$ cat src/hdl/pmc_pkg.sv
package pmc_pkg;

  // register indices on the plain port (byte wide)
  localparam logic [3:0] pmc_off_power_control = 4'h0;
  localparam logic [3:0] pmc_off_clock_mode    = 4'h1;
  localparam logic [3:0] pmc_off_gate_enable   = 4'h2;
  localparam logic [3:0] pmc_off_wake_enable   = 4'h3;
  localparam logic [3:0] pmc_off_mode_select   = 4'h4;
  localparam logic [3:0] pmc_off_status        = 4'h5;
  localparam logic [3:0] pmc_off_supply_select = 4'h6;

  // power_control_reg fields
  localparam int pmc_idle_select_bit = 0;
  localparam int pmc_stop_select_bit = 1;
  // clock mode field
  localparam int pmc_low_power_gating_enable = 2;
  // mode select register fields
  localparam int pmc_suspend_bit = 0;
  localparam int pmc_sleep_bit   = 1;
  // supply select field: 0 battery, 1 buck_output
  localparam int pmc_supply_buck_bit = 0;

  // wake source bit positions
  localparam int pmc_wake_rtc      = 0;
  localparam int pmc_wake_port     = 1;
  localparam int pmc_wake_cmp0     = 2;
  localparam int pmc_wake_rst_pin  = 3;
  localparam int pmc_wake_pulse    = 4;
  localparam int pmc_wake_battery  = 5;
  localparam int pmc_wake_width    = 6;

  localparam logic [7:0] pmc_reset_byte      = 8'h00;
  localparam logic [5:0] pmc_wake_en_reset   = 6'h3f;
  localparam logic [3:0] pmc_gate_en_reset   = 4'h0;
  localparam logic [15:0] pmc_reset_vector   = 16'h0000;

  typedef enum logic [2:0] {
    pmc_normal,
    pmc_idle,
    pmc_stop,
    pmc_lp_idle,
    pmc_suspend,
    pmc_sleep
  } pmc_mode_t;

endpackage

$ cat src/hdl/pmc_power_mode_controller.sv
// Strobed register access and the placing of the registers were decided locally.
`timescale 1ns/1ns
module pmc_power_mode_controller
  import pmc_pkg::*;
(
  input  wire logic        clock,
  input  wire logic        rst,
  input  wire logic [3:0]  addr,
  input  wire logic [7:0]  wdata,
  input  wire logic        wr,
  input  wire logic        rd,
  output logic      [7:0]  rdata,
  input  wire logic        instr_done,
  input  wire logic        irq_pending,
  input  wire logic        int_reset,
  input  wire logic        watchdog_timeout,
  input  wire logic        watchdog_enabled,
  input  wire logic [5:0]  wake_event,
  output logic             cpu_halt,
  output logic             cpu_clock_gate,
  output logic             periph_run,
  output logic      [3:0]  periph_clock_en,
  output logic             resume_pulse,
  output logic             core_reset,
  output logic      [15:0] restart_vector,
  output logic             precision_osc_en,
  output logic             internal_osc_en,
  output logic             sys_clock_gate,
  output logic             core_supply_gate,
  output logic             rtc_osc_en,
  output logic             supply_from_buck,
  output logic      [2:0]  mode
);

  typedef struct packed {
    pmc_mode_t  mode;
    logic       idle_req;
    logic       stop_req;
    logic       suspend_req;
    logic       sleep_req;
    logic       gating_en;
    logic [3:0] gate_en;
    logic [5:0] wake_en;
    logic       buck;
    logic       resume;
    logic       rst_out;
    logic [7:0] rdata;
  } pmc_state_t;

  pmc_state_t st;
  pmc_state_t next_st;

  logic any_reset;
  logic wake_hit;

  //////////////////////////////////////////////////////////////////////////
  // next-state logic

  always_comb begin
    next_st = st;
    next_st.resume = 1'b0;
    next_st.rst_out = 1'b0;
    next_st.rdata = 8'h00;
    any_reset = int_reset | (watchdog_enabled & watchdog_timeout);
    wake_hit = |(wake_event & st.wake_en);

    if (wr) begin
      unique case (addr)
        pmc_off_power_control: begin
          // stop taken in preference so only one mode can follow
          next_st.stop_req = wdata[pmc_stop_select_bit];
          next_st.idle_req = wdata[pmc_idle_select_bit] &
                             ~wdata[pmc_stop_select_bit];
        end
        pmc_off_clock_mode:
          next_st.gating_en = wdata[pmc_low_power_gating_enable];
        pmc_off_gate_enable:
          next_st.gate_en = wdata[3:0];
        pmc_off_wake_enable:
          next_st.wake_en = wdata[5:0];
        pmc_off_mode_select: begin
          next_st.sleep_req = wdata[pmc_sleep_bit];
          next_st.suspend_req = wdata[pmc_suspend_bit] & ~wdata[pmc_sleep_bit];
        end
        pmc_off_supply_select:
          next_st.buck = wdata[pmc_supply_buck_bit];
        default: ;
      endcase
    end

    if (rd) begin
      unique case (addr)
        pmc_off_power_control:
          next_st.rdata = {6'h00, st.stop_req, st.idle_req};
        pmc_off_clock_mode:
          next_st.rdata = {5'h00, st.gating_en, 2'h0};
        pmc_off_gate_enable:   next_st.rdata = {4'h0, st.gate_en};
        pmc_off_wake_enable:   next_st.rdata = {2'h0, st.wake_en};
        pmc_off_mode_select:
          next_st.rdata = {6'h00, st.sleep_req, st.suspend_req};
        pmc_off_status:        next_st.rdata = {5'h00, st.mode};
        pmc_off_supply_select: next_st.rdata = {7'h00, st.buck};
        default:               next_st.rdata = 8'h00;
      endcase
    end

    unique case (st.mode)
      pmc_normal: begin
        // entry only once the setting instruction has retired
        if (instr_done) begin
          if (st.stop_req)
            next_st.mode = pmc_stop;
          else if (st.sleep_req)
            next_st.mode = pmc_sleep;
          else if (st.suspend_req)
            next_st.mode = pmc_suspend;
          else if (st.idle_req)
            next_st.mode = st.gating_en ? pmc_lp_idle : pmc_idle;
        end
      end
      pmc_idle, pmc_lp_idle: begin
        if (irq_pending) begin
          next_st.idle_req = 1'b0;
          next_st.resume = 1'b1;
          next_st.mode = pmc_normal;
        end
      end
      pmc_stop: ; // interrupts ignored here
      pmc_suspend, pmc_sleep: begin
        // fast resume: no reset, continue at next instruction
        if (wake_hit) begin
          next_st.suspend_req = 1'b0;
          next_st.sleep_req = 1'b0;
          next_st.resume = 1'b1;
          next_st.mode = pmc_normal;
        end
      end
      default: next_st.mode = pmc_normal;
    endcase

    // any reset restarts the core from the vector, from every mode
    if (any_reset) begin
      next_st.mode = pmc_normal;
      next_st.idle_req = 1'b0;
      next_st.stop_req = 1'b0;
      next_st.suspend_req = 1'b0;
      next_st.sleep_req = 1'b0;
      next_st.resume = 1'b0;
      next_st.rst_out = 1'b1;
    end
  end

  //////////////////////////////////////////////////////////////////////////
  // state register; only mode-control state, the core keeps its own data

  always_ff @(posedge clock or posedge rst) begin
    if (rst) begin
      st <= '{mode: pmc_normal, idle_req: 1'b0, stop_req: 1'b0,
              suspend_req: 1'b0, sleep_req: 1'b0, gating_en: 1'b0,
              gate_en: pmc_gate_en_reset, wake_en: pmc_wake_en_reset,
              buck: 1'b0, resume: 1'b0, rst_out: 1'b0,
              rdata: pmc_reset_byte};
    end else begin
      st <= next_st;
    end
  end

  //////////////////////////////////////////////////////////////////////////
  // outputs decoded from the state register, restart_vector and rtc_osc_en constant; the other oscillator controls and core_supply_gate
  // from its mode field alone, supply_from_buck from its buck field

  always_comb begin
    mode = st.mode;
    rdata = st.rdata;
    resume_pulse = st.resume;
    core_reset = st.rst_out;
    restart_vector = pmc_reset_vector;
    supply_from_buck = st.buck;
    cpu_halt = (st.mode != pmc_normal);
    cpu_clock_gate = (st.mode == pmc_lp_idle);
    periph_run = (st.mode == pmc_normal) || (st.mode == pmc_idle) ||
                 (st.mode == pmc_lp_idle);
    // low power idle clocks only the enabled peripheral groups
    periph_clock_en = (st.mode == pmc_lp_idle) ? st.gate_en :
                      (periph_run ? 4'hf : 4'h0);
    precision_osc_en = (st.mode != pmc_stop) && (st.mode != pmc_suspend) &&
                       (st.mode != pmc_sleep);
    internal_osc_en = (st.mode != pmc_suspend) &&
                      (st.mode != pmc_sleep);
    sys_clock_gate = (st.mode == pmc_suspend) ||
                     (st.mode == pmc_sleep);
    core_supply_gate = (st.mode == pmc_sleep);
    rtc_osc_en = 1'b1;
  end

endmodule

$ cat config.mk
export PLATFORM = sky130hd
export DESIGN_NAME = pmc_power_mode_controller
export DESIGN_NICKNAME = d
export VERILOG_FILES = /design/src/hdl/pmc_pkg.sv /design/src/hdl/pmc_power_mode_controller.sv
export SDC_FILE = /design/constraint.sdc
export NUM_CORES = 1
export LEC_CHECK = 0
export ABC_CLOCK_PERIOD_IN_PS = 2000
export BUFFER_PORTS_ARGS = -buffer_cell sky130_fd_sc_hd__clkbuf_2
export CAP_MARGIN = 20
export CORE_MARGIN = 2
export CORE_UTILIZATION = 45
export DETAILED_ROUTE_END_ITERATION = 8
export PLACE_DENSITY = 0.75
export REMOVE_ABC_BUFFERS = 1
export SLEW_MARGIN = 25
export SYNTH_ARGS = -nofsm -noshare
export SYNTH_HDL_FRONTEND = slang
export SYNTH_SLANG_ARGS = --single-unit
$ cat constraint.sdc
create_clock -name clock -period 2 [get_ports clock]
set_input_delay 0.2 -clock clock [delete_from_list [all_inputs] [get_ports clock]]
set_output_delay 0.2 -clock clock [all_outputs]
set_load 0.01 [all_outputs]
==> results of run 1 <==
==> kinds of logic (layout without fill, tap and decap cells) <==
logic type,Yosys count,count (layout),share of synthesized area [%]
AOI/OAI and AO/OA,29,29,13.9
buffers and inverters,42,62,16.2
DFF,27,27,40.4
muxes,18,18,11.7
other,2,19,0.444
and+or+nand+nor,54,54,17.4
==> synthesized netlist by cell type <==
cell type,count
a21bo_2,1
a21oi_1,11
a21oi_2,1
a22o_1,4
a22oi_1,3
a2bb2oi_1,1
a311oi_1,1
a31o_2,1
a32oi_1,1
and2b_1,1
and3_1,1
buf_2,3
buf_4,28
buf_6,1
clkbuf_1,4
conb_1,2
dfrtp_1,21
dfstp_2,6
inv_1,6
mux2_1,14
mux2i_1,4
nand2_1,16
nand2b_1,2
nand3_1,2
nand3b_1,1
nand4b_1,3
nor2_1,9
nor2b_1,7
nor3_1,4
nor3b_1,3
nor3b_2,1
nor4_1,1
o221a_1,1
o22ai_1,1
o31ai_1,1
o41ai_2,1
o41ai_4,1
or3_1,1
or3_4,1
or4_1,1
==> repair_timing <==
| action | CTS | global route |
|---|---|---|
| hold buffers | 1 | 0 |
| hold endpoints to repair | 21 | 0 |
| gates resized for setup | 0 | 0 |
==> power groups by stage <==
stage          sequential (mW)  clock, mW  combinational, mW
6_report                 0.687      0.322              0.223
5_1_grt                  0.695      0.357              0.249
4_1_cts                  0.684      0.322              0.225
2_1_floorplan            0.676          0              0.141
3_3_place_gp             0.692          0              0.217
3_5_place_dp             0.694          0              0.221
==> cell type report <==
| class | instances | area [um2] |
|---|---|---|
| Fill cell | 357 | 1750 |
| Multi-Input combinational cell | 120 | 798 |
| Inverter | 6 | 22.5 |
| Clock buffer | 3 | 41.3 |
| Clock inverter | 1 | 7.51 |
| Sequential cell | 27 | 683 |
| Tap cell | 48 | 60.1 |
| Timing Repair Buffer | 52 | 275 |
==> placed cells by master (no fill, tap or decap), types with 4 or more instances in the layout <==
cell      netlist  routed
nor2b_1         7       7
clkbuf_2        0      47
inv_1           6       6
nor2_1          9       9
mux2i_1         4       4
mux2_1         14      14
a21oi_1        11      11
buf_4          28       4
conb_1          2      19
nor3_1          4       4
dfrtp_1        21      21
a22o_1          4       4
nand2_1        16      16
dfstp_2         6       6
==> worst max-delay path, delay by kind of cell (launching register included) <==
kind / cells / cell delay, ps
muxes: 1 / 130
and+or+nand+nor: 2 / 930
DFF: 1 / 550
==> worst min path at each step <==
stage          slack [ps]                   end      from  cells after the start
2_1_floorplan         250  core_reset$_DFF_PP0_       rst                      1
3_3_place_gp          250    rdata[4]$_DFF_PP0_       rst                      3
3_5_place_dp          260    rdata[4]$_DFF_PP0_       rst                      3
4_1_cts               140    st[16]$_DFFE_PP1P_  wdata[5]                      2
5_1_grt               130    st[15]$_DFFE_PP1P_  wdata[4]                      2
6_report              130    st[16]$_DFFE_PP1P_  wdata[5]                      2
==> flip-flops by register name (all words and copies together), names as in the netlist <==
signal and cells:
st 15, rdata 6, mode 3, core_reset 1, resume_pulse 1, supply_from_buck 1
==> per-layer routing <==
layer,wire (um),global-route usage [%]
met1,1640,24.0
met2,1560,25.3
met3,290,4.45
met4,55,6.51
met5,0,0
==> results_dict.tcl, run 1 <==
set metrics [dict create \
    cp_max_fo 13 \
    dp.cells 252 \
    place.gp.congestion 0.808 \
    die-width_um 65.3 \
    worst_hold_slack_ps 131 \
    reg2regPathDepth 3 \
    grt_pass1_wl_mm 5.54 \
    status "finished clean" \
    fin_worst_skew_ps 9.28 \
    layout-drive-gt1-share_pct 32.5 \
    area_growth_pct 11.6 \
    post-cts-setup-buffers 0 \
    syn-cell-area_mm2 0.00169 \
    drt-initial-drc-count 62 \
    rsz0062_at_grt "false" \
    power_density_mw_per_mm2 653 \
    layout_worst_path_cycle_share_pct 84.8 \
    insertion_delay_ps 280 \
    drv_cap 0 \
    ir_drop_v 0.000281 \
    vias 1306 \
    crit_path_end "mode[0]$_DFFE_PP0P_" \
    slowest_stage "dfrtp_1" \
    globalRouteTotalUtil_pct 17.1 \
    initial_utilization_pct 46.6 \
    dp_slack_ps 334 \
    cts_buffer_depth 2 \
    maxSlewViolCount 0 \
    cts.clk_slew.worst_paths_ps 100 \
    h-tree-depth 1 \
    clkPwrFrac_pct 26.1 \
    finalSetupTns_ps 0 \
    cts_buffers 3 \
    netlist.area_leader.share_pct 31.1 \
    die_y_um 65.3 \
    tightest_slew_ps 592 \
    leakagePower_nw 0.913 \
    cts.sinks 27 \
    wl_mm 3.55 \
    cp-end-kind "flop" \
    viasPerCell 5.08 \
    hold_viol_final 0 \
    p_total_mw 1.23 \
    critical_path.max_stage_delay_ps 550 \
    p_comb_share_pct 18.1 \
    avgSynthCellArea_um2 9.84 \
    crit_start "mode[1]$_DFFE_PP0P_" \
    path_cells "or3_4 > or4_1 > mux2i_1" \
    rrSetupSlack_ps 300 \
    fin_util_pct 52.0 \
    switching_share_pct 29.1 \
    cts_tree "yes" \
    worstReg2RegEnd "mode[0]$_DFFE_PP0P_" \
    hold_class "primary input to flop" \
    cp.required_ps 2200 \
    antenna_found_initial 0 \
    yosysTopAreaCell "dfrtp_1" \
    critPathKind "flop to flop" \
    arrival_ps 1900 \
    nNetsFinal 237 \
    remaining_drc_errors 0 \
    grt_pass1_vias 1133 \
    rows 22 \
    intPower_mw 0.874 \
    placed_area_mm2 0.00183 \
    synth.distinct_cells 40 \
    ys_seq_area_share_pct 40.4 \
    switching_power_mw 0.358 \
    setup_slack_ps 304 \
    n_antenna_cell 0 \
    coreArea_mm2 0.00363 \
    instances_no_fill 257 \
    wl_per_cell_um 13.8 \
    dr.pass1.iters 4 \
    ys_ff_latch 27 \
    ys.warnings.count 0 \
    synthCells 172 \
    synth_area_leaders "dfrtp_1, buf_4, dfstp_2, mux2_1, nand2_1" \
    postLayoutCellArea_mm2 0.00189 \
    boundaryPins 69 \
    r2r_start "mode[1]$_DFFE_PP0P_" \
    portBuffers 47 \
    overflow 0 \
    root_buffer "clkbuf_8" \
    setup_violations 0 \
    slew_headroom_pct 60.2 \
    min_period_ps 1700 \
    ant_nets 0 \
    worst_setup_path_start_kind "flop" \
    die-area_mm2 0.00427 \
    seq_power_share_pct 55.7 \
    place_hpwl_mm 2.66 \
    timing.fmax_ghz 0.590 \
    grt_max_degree 28 \
]
Note: power is estimated with default switching activity, not from simulation.
==> run 2, diff against run 1 <==
- ABC_CLOCK_PERIOD_IN_PS: 2000 -> 1500
- CORE_UTILIZATION: 45 -> 43
- clock period: 2 -> 1.5 ns (I/O delays scaled with it)
==> results_dict.tcl, run 2 (synthesis gave the netlist of run 1 again) <==
set metrics [dict create \
    place.gp.congestion 0.852 \
    status "finished with violations" \
    crit_start "mode[0]$_DFFE_PP0P_" \
    cp.required_ps 1690 \
    cts.clk_slew.worst_paths_ps 90 \
    nNetsFinal 251 \
    seq_power_share_pct 55.6 \
    layout-drive-gt1-share_pct 39.0 \
    critical_path.max_stage_delay_ps 490 \
    remaining_drc_errors 0 \
    placed_area_mm2 0.00189 \
    root_buffer "clkbuf_8" \
    h-tree-depth 1 \
    cts_buffers 3 \
    overflow 0 \
    grt_pass1_vias 1239 \
    p_comb_share_pct 19.1 \
    switching_power_mw 0.463 \
    rrSetupSlack_ps -60 \
    finalSetupTns_ps -55.7 \
    grt_max_degree 28 \
    place_hpwl_mm 2.79 \
    coreArea_mm2 0.00372 \
    grt_pass1_wl_mm 5.73 \
    r2r_start "mode[0]$_DFFE_PP0P_" \
    vias 1351 \
    die-area_mm2 0.00445 \
    wl_mm 3.67 \
    clkPwrFrac_pct 25.4 \
    hp-start "wdata[5]" \
    cp_max_fo 6 \
    arrival_ps 1740 \
    setup_violations 1 \
    wl_per_cell_um 13.5 \
    multi_input_comb_area_um2 812 \
    viasPerCell 4.99 \
    power_density_mw_per_mm2 805 \
    layout_worst_path_cycle_share_pct 104 \
    top_register "st" \
    drv_cap 0 \
    boundaryPins 69 \
    cts.sinks 27 \
    setup_slack_ps -55.7 \
    fin_worst_skew_ps 1.50 \
    timing.fmax_ghz 0.643 \
    slowest_stage "or4_4" \
    intPower_mw 1.17 \
    cp-end-kind "flop" \
    critPathKind "flop to flop" \
    globalRouteTotalUtil_pct 17.3 \
    drt-initial-drc-count 42 \
    area_growth_pct 20.2 \
    die-width_um 66.7 \
    layout_commonest_cell "clkbuf_2" \
    postLayoutCellArea_mm2 0.00203 \
    switching_share_pct 28.3 \
    hold_viol_final 0 \
    hold_class "primary input to flop" \
    antenna_found_initial 0 \
    register_area_um2 684 \
    insertion_delay_ps 270 \
    final_cell_mix "clkbuf_2, dfrtp_1, conb_1" \
    worst_setup_path_start_kind "flop" \
    largest_reg_flops 15 \
    maxSlewViolCount 0 \
    num-fill-cells 360 \
    rows 22 \
    initial_utilization_pct 45.5 \
    die_y_um 66.7 \
    violations "negative setup slack" \
    dr.pass1.iters 4 \
    ir_drop_v 0.000382 \
    path_cells "or3_4 > or4_4 > mux2i_1" \
    leakagePower_nw 0.997 \
    rsz0062_at_grt "true" \
    cts_tree "yes" \
    ant_nets 0 \
    min_period_ps 1560 \
    portBuffers 47 \
    cts_buffer_depth 2 \
    n_antenna_cell 0 \
]
## run 2: cell types whose count changed in the layout (fill, tap and decap cells not counted), sizes merged
cell    delta
clkbuf     -4
buf       +18
## run 2: final timing paths
path,endpoint,cells after the start
worst max-delay path,mode[0]$_DFFE_PP0P_,3
worst min-delay path,st[16]$_DFFE_PP1P_,2
worst max register to register,mode[0]$_DFFE_PP0P_,3
worst min register to register,rdata[4]$_DFF_PP0_,2
max in group asynchronous,st[13]$_DFFE_PP1P_,4
min in group asynchronous,rdata[5]$_DFF_PP0_,4
## run 2: repair_timing
action,CTS,global route
hold buffers,1,0
endpoints found under the hold margin,21,0
setup buffers,4,2
endpoints found under the setup margin,9,8
gates resized for setup,5,10
cloned,0,0
pin swaps,2,1
## run 2: stage by stage
stage	setup WS, ps	hold WS (ps)	instances	utilization (%)	power (mW)
2_1_floorplan	-127	198	153	-	1.09
3_3_place_gp	29.0	204	260	50.8	1.22
3_5_place_dp	-2.99	208	260	50.8	1.22
4_1_cts	-27.1	80.7	269	53.7	1.65
5_1_grt	-74.6	86.9	271	54.7	1.74
6_report	-55.7	86.2	271	54.7	1.64
## run 2: area by class of cell
class | instances | share of cell area (%)
multi-input combinational | 120 | 39.9
clock inverter | 1 | 0.369
clock buffer | 3 | 2.03
sequential | 27 | 33.7
timing repair buffer | 66 | 19.9
inverter | 6 | 1.11
tap | 48 | 2.95
## run 2: layer usage
layer	GRT usage (%)	share of wire, %	vias up
li1	-	-	652
met1	23.0	44	637
met2	29.3	48	58
met3	3.04	7.5	4
met4	3.83	0.82	0
met5	0	0	-
## run 2: power by group through the flow
stage / registers, mW / clock network, mW / logic (mW)
2_1_floorplan: 0.901 / 0 / 0.188
3_3_place_gp: 0.917 / 0 / 0.299
3_5_place_dp: 0.920 / 0 / 0.305
4_1_cts: 0.907 / 0.435 / 0.310
5_1_grt: 0.920 / 0.469 / 0.350
6_report: 0.909 / 0.415 / 0.312
## run 2: worst max-delay path: cells and delay by family, from the launching register on
kind          cells  cell delay, ps
mux               1             160
simple gates      2             850
flops             1             470
